==> src/rtl/acc_pkg.sv <==
// Constants and carrier types for the codec control front.
// Assumes a 32-bit processor load/store port on the CLK_SYS domain.
package acc_pkg;
  localparam int          ADDR_W          = 32;
  localparam int          DATA_W          = 32;
  localparam int          DAC_W           = 18;
  localparam int          ADC_W           = 16;
  localparam int          FIFO_DEPTH      = 16;
  localparam logic [31:0] CTRL_ONE_ADDR   = 32'h1002_0080;
  localparam logic [31:0] CTRL_TWO_ADDR   = 32'h1002_0084;
  localparam logic [31:0] CTRL_ONE_RESET  = 32'h021B_2302;
  localparam logic [31:0] CTRL_TWO_RESET  = 32'h0017_0803;
  localparam logic [31:0] CTRL_ONE_WMASK  = 32'h3FFF_FFFF;
  localparam logic [31:0] CTRL_TWO_WMASK  = 32'hFFFF_FFFF;
  localparam int          LINE_EN_BIT     = 29;
  localparam int          MIC_EN_BIT      = 28;
  localparam int          IN_HP_SW_BIT    = 27;
  localparam int          ADC_ALIGN_SHIFT = DAC_W - ADC_W;

  typedef struct packed {
    logic              wr;
    logic              rd;
    logic [ADDR_W-1:0] addr;
    logic [DATA_W-1:0] wdata;
  } acc_mem_req_t;

  typedef struct packed {
    logic             valid;
    logic [DAC_W-1:0] data;
  } acc_play_t;

  typedef struct packed {
    logic             valid;
    logic [ADC_W-1:0] data;
  } acc_rec_t;
endpackage

==> src/rtl/acc_fifo.sv <==
// Flip-flop FIFO with valid/ready on both sides.
// Assumes both sides on one clock; in_ready is registered.
`timescale 1ns/1ps
module acc_fifo #(
  parameter int WIDTH = 18,
  parameter int DEPTH = 16
) (
  // Clock and reset
  input  wire logic             clk,
  input  wire logic             srst,
  // Fill side
  input  wire logic             in_valid,
  input  wire logic [WIDTH-1:0] in_data,
  output logic                  in_ready,
  // Drain side
  output logic                  out_valid,
  output logic [WIDTH-1:0]      out_data,
  input  wire logic             out_ready
);
  localparam int AW = $clog2(DEPTH);

  generate
    if (DEPTH < 2 || (1 << AW) != DEPTH || WIDTH < 1) begin : g_bad
      $error("acc_fifo: DEPTH must be a power of two of at least 2");
    end
  endgenerate

  logic [WIDTH-1:0] mem [DEPTH];
  logic [AW-1:0]    wr_ptr;
  logic [AW-1:0]    rd_ptr;
  logic [AW:0]      count;
  logic [AW:0]      next_count;
  logic             push;
  logic             pop;

  assign push      = in_valid && in_ready;
  assign out_valid = (count != '0);
  assign pop       = out_valid && out_ready;
  assign out_data  = mem[rd_ptr];

  always_comb begin
    next_count = count;
    if (push && !pop) begin
      next_count = count + (AW+1)'(1);
    end else if (pop && !push) begin
      next_count = count - (AW+1)'(1);
    end
  end

  always_ff @(posedge clk) begin
    if (srst) begin
      count    <= '0;
      in_ready <= 1'b0;
    end else begin
      count    <= next_count;
      // Registered ready keeps the source decoupled from the drain's timing
      in_ready <= (next_count != (AW+1)'(DEPTH));
    end
  end

  always_ff @(posedge clk) begin
    if (srst) begin
      wr_ptr <= '0;
      rd_ptr <= '0;
    end else begin
      if (push) begin
        wr_ptr <= wr_ptr + AW'(1);
      end
      if (pop) begin
        rd_ptr <= rd_ptr + AW'(1);
      end
    end
  end

  always_ff @(posedge clk) begin
    if (push) begin
      mem[wr_ptr] <= in_data;
    end
  end
endmodule

==> src/rtl/acc_codec_ctrl.sv <==
// Digital control front of the on-chip audio codec: two control words on the
// processor load/store port, playback/record sample paths and headphone mix.
// Assumes all ports are driven by logic on CLK_SYS; the controller enables
// codec access before writing the first control word.
//
// Summary of operation
// RULE_01 - Playback samples are 18 bits to the DAC; record samples 16 bits.
// RULE_02 - Both control words sit in memory-mapped I/O, reached by loads/stores.
// RULE_03 - First control word: 32-bit read-write at 0x10020080, resets to 0x021B2302.
// RULE_04 - Second control word: 32-bit read-write at 0x10020084, resets to 0x00170803.
// RULE_05 - Second word holds mic gain, line gain, headphone volume, sample rate.
// RULE_06 - Software enables codec access in the controller before writing word one.
// RULE_07 - Bits 31:30 of the first word ignore writes and read zero.
// RULE_08 - First word bit 29 enables the line input.
// RULE_09 - First word bit 28 enables the microphone input.
// RULE_10 - First word bit 27 routes input audio through the mixer to headphone.
// RULE_11 - Writable fields read back last written value, else reset value.
`timescale 1ns/1ps
module acc_codec_ctrl
  import acc_pkg::*;
#(
  parameter int PLAY_DEPTH = acc_pkg::FIFO_DEPTH
) (
  // Clock and reset
  input  wire logic                CLK_SYS,
  input  wire logic                SRST,
  // Processor load/store port
  input  wire acc_pkg::acc_mem_req_t MEM_REQ,
  output logic [acc_pkg::DATA_W-1:0] MEM_RDATA,
  output logic                       MEM_RVALID,
  // Analog control words and decoded enables
  output logic [acc_pkg::DATA_W-1:0] CTRL_ONE,
  output logic [acc_pkg::DATA_W-1:0] CTRL_TWO,
  output logic                       LINE_IN_EN,
  output logic                       MIC_IN_EN,
  output logic                       IN_TO_HP_SW,
  // Playback stream from the audio interface controller
  input  wire acc_pkg::acc_play_t    PLAY_IN,
  output logic                       PLAY_READY,
  // Samples toward the DAC and the headphone mixer
  output acc_pkg::acc_play_t         DAC_OUT,
  input  wire logic                  DAC_READY,
  output logic [acc_pkg::DAC_W-1:0]  HP_MIX,
  // Record stream from the ADC toward the controller
  input  wire acc_pkg::acc_rec_t     ADC_IN,
  output acc_pkg::acc_rec_t          REC_OUT
);
  import acc_pkg::*;

  generate
    if (PLAY_DEPTH < 2) begin : g_bad
      $error("acc_codec_ctrl: PLAY_DEPTH too small");
    end
  endgenerate

  logic [DATA_W-1:0] codec_control_one;
  logic [DATA_W-1:0] codec_control_two;
  logic              hit_one;
  logic              hit_two;
  logic              fifo_valid;
  logic [DAC_W-1:0]  fifo_data;
  logic              fifo_take;
  logic              fifo_ready;
  logic [ADC_W-1:0]  last_input;
  logic [DAC_W:0]    next_mix;

  // Full 32-bit compare: only the two documented words answer
  assign hit_one = (MEM_REQ.addr == CTRL_ONE_ADDR); // RULE_02
  assign hit_two = (MEM_REQ.addr == CTRL_TWO_ADDR); // RULE_02

  always_ff @(posedge CLK_SYS) begin
    if (SRST) begin
      codec_control_one <= CTRL_ONE_RESET; // RULE_03
      codec_control_two <= CTRL_TWO_RESET; // RULE_04
    end else if (MEM_REQ.wr) begin
      // Access enable lives in the controller; writes here are not gated
      if (hit_one) begin
        codec_control_one <= MEM_REQ.wdata & CTRL_ONE_WMASK; // RULE_07
      end
      if (hit_two) begin
        // Gain, volume and rate fields pass straight to the analog side
        codec_control_two <= MEM_REQ.wdata & CTRL_TWO_WMASK; // RULE_05
      end
    end
  end

  // Read data one cycle after the load; unmapped addresses read zero
  always_ff @(posedge CLK_SYS) begin
    if (SRST) begin
      MEM_RDATA  <= '0;
      MEM_RVALID <= 1'b0;
    end else begin
      MEM_RVALID <= MEM_REQ.rd;
      if (MEM_REQ.rd) begin
        if (hit_one) begin
          MEM_RDATA <= codec_control_one & CTRL_ONE_WMASK; // RULE_11
        end else if (hit_two) begin
          MEM_RDATA <= codec_control_two; // RULE_11
        end else begin
          MEM_RDATA <= '0;
        end
      end
    end
  end

  // Outputs are registered copies, so they trail the stored word by one cycle
  always_ff @(posedge CLK_SYS) begin
    if (SRST) begin
      CTRL_ONE    <= CTRL_ONE_RESET;
      CTRL_TWO    <= CTRL_TWO_RESET;
      LINE_IN_EN  <= CTRL_ONE_RESET[LINE_EN_BIT];
      MIC_IN_EN   <= CTRL_ONE_RESET[MIC_EN_BIT];
      IN_TO_HP_SW <= CTRL_ONE_RESET[IN_HP_SW_BIT];
    end else begin
      CTRL_ONE    <= codec_control_one;
      CTRL_TWO    <= codec_control_two;
      LINE_IN_EN  <= codec_control_one[LINE_EN_BIT]; // RULE_08
      MIC_IN_EN   <= codec_control_one[MIC_EN_BIT]; // RULE_09
      IN_TO_HP_SW <= codec_control_one[IN_HP_SW_BIT]; // RULE_10
    end
  end

  acc_fifo #(
    .WIDTH (DAC_W),
    .DEPTH (PLAY_DEPTH)
  ) u_play_fifo (
    .clk       (CLK_SYS),
    .srst      (SRST),
    .in_valid  (PLAY_IN.valid),
    .in_data   (PLAY_IN.data),
    .in_ready  (fifo_ready),
    .out_valid (fifo_valid),
    .out_data  (fifo_data),
    .out_ready (fifo_take)
  );

  assign PLAY_READY = fifo_ready;
  // DAC stage refills when empty or when its current sample is accepted
  assign fifo_take  = !DAC_OUT.valid || DAC_READY;

  always_ff @(posedge CLK_SYS) begin
    if (SRST) begin
      DAC_OUT <= '0;
    end else if (fifo_take) begin
      DAC_OUT.valid <= fifo_valid;
      if (fifo_valid) begin
        DAC_OUT.data <= fifo_data; // RULE_01
      end
    end
  end

  // Record samples only leave while some input path is enabled
  always_ff @(posedge CLK_SYS) begin
    if (SRST) begin
      REC_OUT    <= '0;
      last_input <= '0;
    end else begin
      REC_OUT.valid <= ADC_IN.valid && (LINE_IN_EN || MIC_IN_EN); // RULE_08 RULE_09
      if (ADC_IN.valid) begin
        REC_OUT.data <= ADC_IN.data; // RULE_01
        last_input   <= (LINE_IN_EN || MIC_IN_EN) ? ADC_IN.data : '0;
      end
    end
  end

  // Mixer: DAC sample plus the MSB-aligned input sample, saturated
  always_comb begin
    next_mix = {DAC_OUT.data[DAC_W-1], DAC_OUT.data};
    if (IN_TO_HP_SW) begin
      next_mix = next_mix + {last_input[ADC_W-1],
                             last_input, {ADC_ALIGN_SHIFT{1'b0}}}; // RULE_10
    end
  end

  always_ff @(posedge CLK_SYS) begin
    if (SRST) begin
      HP_MIX <= '0;
    end else if (next_mix[DAC_W] != next_mix[DAC_W-1]) begin
      HP_MIX <= {next_mix[DAC_W], {(DAC_W-1){~next_mix[DAC_W]}}};
    end else begin
      HP_MIX <= next_mix[DAC_W-1:0];
    end
  end
endmodule

==> config.mk <==
export PLATFORM = sky130hd
export DESIGN_NAME = acc_codec_ctrl
export DESIGN_NICKNAME = d
export VERILOG_FILES = /design/src/rtl/acc_pkg.sv /design/src/rtl/acc_fifo.sv /design/src/rtl/acc_codec_ctrl.sv
export SDC_FILE = /design/constraint.sdc
export NUM_CORES = 1
export LEC_CHECK = 0
export ABC_AREA = 1
export BUFFER_PORTS_ARGS = -buffer_cell sky130_fd_sc_hd__buf_4
export CAP_MARGIN = 30
export CORE_ASPECT_RATIO = 0.5
export CORE_MARGIN = 3
export CORE_UTILIZATION = 35
export DETAILED_ROUTE_END_ITERATION = 7
export PLACE_DENSITY = 0.6
export SLEW_MARGIN = 20
export SYNTH_ARGS = -nofsm -noshare
export SYNTH_HDL_FRONTEND = slang
export SYNTH_HIERARCHICAL = 1
export SYNTH_SLANG_ARGS = --single-unit
==> constraint.sdc <==
create_clock -name CLK_SYS -period 4.8 [get_ports CLK_SYS]
set_input_delay 0.72 -clock CLK_SYS [delete_from_list [all_inputs] [get_ports CLK_SYS]]
set_output_delay 0.72 -clock CLK_SYS [all_outputs]
set_load 0.01 [all_outputs]
==> impl_summary.log <==
INFO  metric power.internal = 8038 uW
INFO  metric switching_power_of_the_nets = 3312 uW
INFO  metric grt.overflow.total = 0
INFO  metric drt.antenna.violating_nets = 0
INFO  metric flow.area_growth_from_synthesis = 19.37%
INFO  metric setup_tns = 0 ns
INFO  metric critPathRequiredTime = 5.22 ns
INFO  metric report.final.slew_viol_count = 0
INFO  metric worst_skew_pair_later_pin_latency = 0.57 ns
INFO  metric cts-root-buf = clkbuf_16
INFO  metric rsz_0062_raised_after_global_routing = false
INFO  metric power_switching_share = 29.18%
INFO  metric fin_crit_sh = 52.98%
INFO  metric synth-edff-count = 288
INFO  metric wl = 58,880 um
INFO  metric yosys_most_used_dff = edfxtp_1
INFO  metric cts-root-to-sink-buffers = 3
INFO  metric timing_worst_slew_pin_value = 0.9495 ns
INFO  metric final.setup.worst_slack = 2.257 ns
INFO  metric total_cts_buffers = 49
INFO  metric max_cap_violations = 0
INFO  metric cts-hold-fix-buffers = 0
INFO  metric drcViolationCount = 0
INFO  metric pin_count_of_the_biggest_net_entering_global_routing = 101
INFO  metric cell_depth_of_the_worst_hold_path = 3
INFO  metric vdd_ir_drop_max = 239.6 uV
INFO  metric commonest_cells_after_routing_fill_and_taps_aside = nand2_1, edfxtp_1, buf_4
INFO  metric first_pass_iters = 8
INFO  metric leakage = 0.01032 uW
INFO  metric post_synthesis_mean_instance_area = 10.16 um^2
INFO  metric syn-instance-count = 2,157
INFO  metric numPortBuffers = 257
INFO  metric final.setup_skew = 0.01793 ns
INFO  metric hpwlAfterDp = 38,700 um
INFO  metric crit_path_start_kind = flip-flop
INFO  metric number_of_different_library_cells_in_the_post_synthesis_netlist = 50
INFO  metric post_cts.resized_instances = 0
INFO  metric power.share.sequential = 45.6%
INFO  metric wire_length_of_the_first_global_routing_pass = 89,070 um
INFO  metric ys_async_sr_fraction = 0%
INFO  metric synth_warnings = 6
INFO  metric report.final.hold_viol_count = 0
INFO  metric gp_routability_congestion = 0.8647
INFO  metric critical_path_arrival = 2.96 ns
INFO  metric cts_tree = built
INFO  metric clkSinkCount = 533
INFO  metric pre_cts_ws = 1.773 ns
INFO  metric drt_iter0_markers = 1,118
INFO  metric netlist_area = 0.02192 mm^2
INFO  metric timing.setup.critical_path_class = flip-flop to flip-flop
INFO  metric worstHoldPathType = primary input to flip-flop
INFO  metric num_vias = 15,747
INFO  metric avgViaCountPerCell = 4.850
INFO  metric report.final.setup_viol = 0
INFO  metric design.portCount = 260
INFO  metric final_nets = 2,507
INFO  metric die_width = 359.9 um
INFO  metric worst-path-max-fanout = 17
INFO  metric power.combinational.fraction = 20.1%
INFO  metric result_of_the_run = finished clean
INFO  metric std_cell_rows = 64
INFO  metric synth.ff_latch_count = 533
INFO  metric finalCriticalPeriod = 2.543 ns
INFO  metric hold_slack_final = 0.3520 ns
INFO  metric post_cts_buffers = 0
INFO  metric max_slew_margin_vs_limit = 36.70%
INFO  metric power_per_cell_area = 433.7 mW/mm^2
INFO  metric layout-drive-gt1-share = 18.82%
INFO  metric grt_antenna_before_repair = 4
INFO  metric first_global_vias = 15,200
INFO  metric cts-htree-levels = 2
INFO  metric layout.core_utilization = 42.55%
INFO  metric core_area = 0.06150 mm^2
INFO  metric share_of_synthesized_area_occupied_by_flip_flops_and_latches = 61.83%
INFO  metric fp.dieH = 183.0 um
INFO  metric final_common_cell = nand2_1
INFO  metric clock_power_share = 34.3%
INFO  metric max_clock_freq = 393.2 MHz
INFO  metric initial_core_utilization = 35.64%
INFO  metric r2r.worst_path.cells = 15
INFO  metric avgRoutedWirePerCell = 18.13 um
INFO  metric clkTransAtPathRegs = 0.06 ns
INFO  metric fp.dieArea = 0.06585 mm^2
INFO  metric nature_of_the_critical_path_endpoint = flip-flop
INFO  metric gr-usage-all-layers = 17.22%
## synth_stat cells (16+ instances only)
cell / count / area, um^2
ha_1: 23 / 287.8
dfxtp_1: 245 / 4905
buf_2: 16 / 80.08
o211ai_1: 110 / 825.8
mux2i_1: 72 / 720.7
inv_1: 243 / 912.1
clkbuf_1: 64 / 240.2
edfxtp_1: 288 / 8648
nand3_1: 84 / 420.4
a21oi_1: 187 / 935.9
nand4_1: 16 / 100.1
nand2_1: 349 / 1310
nor2_1: 181 / 679.4
o21ai_0: 136 / 680.7
nand2_2: 21 / 131.4
## through the flow
step	std cells	total power [uW]	area (um^2)
global placement	3147	7534	24440
global route	3247	11910	26170
finish	3247	11350	26170
detailed placement	3150	7554	24510
CTS	3241	11470	26120
floorplan	2158	6862	21920
## critical path, cell delays in order (launching register included)
cell and delay (ns):
dfxtp_1 0.43, ha_1 0.28, inv_1 0.09, fa_1 0.38, inv_1 0.13, nand2_1 0.09, nand2_1 0.07, nand3_1 0.08
nand2_2 0.12, nand2_2 0.07, nand3_1 0.10, nand2_1 0.08, nor2_2 0.13, nand2_4 0.17, nand2_1 0.10, a21oi_1 0.06
## layer usage
layer / share of wire (%) / GRT usage (%)
met4: 3.2 / 6.011
met2: 49 / 29.99
met5: 0 / 0
met3: 5.1 / 2.881
met1: 43 / 21.82
## area by class of cell
type                    count  area [um^2]
well taps                 825         1032
clock inverters            18        200.2
fillers                  5960        35330
diodes                      4        10.01
clock buffers              73         1408
multi-input cells        1248         6735
repair buffers            290         2261
flip-flops and latches    533        13560
inverters                 256        960.9
## worst paths after layout
path | start | to | slack [ns]
max | DAC_OUT[2]$_SDFFE_PP0P_ | HP_MIX[5]$_SDFF_PP0_ | 2.26
min | MEM_REQ[1] | codec_control_two[1]$_SDFFE_PP1P_ | 0.35
max reg2reg | DAC_OUT[2]$_SDFFE_PP0P_ | HP_MIX[5]$_SDFF_PP0_ | 2.26
min reg2reg | codec_control_one[13]$_SDFFE_PP1P_ | CTRL_ONE[13]$_SDFF_PP1_ | 0.43
## cells by family after synthesis
| family | after synthesis | share of synthesized area (%) |
|---|---|---|
| buffers and inverters | 377 | 7.734 |
| AND/OR/NAND/NOR | 690 | 13.59 |
| flip-flops | 533 | 61.83 |
| adder cells (fa/ha/maj) | 24 | 1.404 |
| multiplexers | 72 | 3.288 |
| AO/OA/AOI/OAI | 456 | 11.98 |
| other | 1 | 0.01711 |
| XOR/XNOR | 4 | 0.1599 |
## flip-flops by register name, indices dropped and copies added, names as in the netlist, named ones only
name                  flops
u_play_fifo/mem         288
codec_control_two        32
last_input               16
u_play_fifo/wr_ptr        4
MEM_RVALID                1
CTRL_TWO                 32
codec_control_one        30
u_play_fifo/count         5
MEM_RDATA                32
CTRL_ONE                 29
REC_OUT                  17
LINE_IN_EN                1
u_play_fifo/rd_ptr        4
DAC_OUT                  19
HP_MIX                   18
u_play_fifo/in_ready      1
## power groups by stage
stage          Combinational, uW  Sequential, uW  Clock, uW
4_1_cts                     2290            5180       4000
5_1_grt                     2530            5190       4190
3_5_place_dp                2280            5280          0
2_1_floorplan               1670            5190          0
6_report                    2280            5170       3900
3_3_place_gp                2260            5270          0
(Power assumes the default switching activity.)
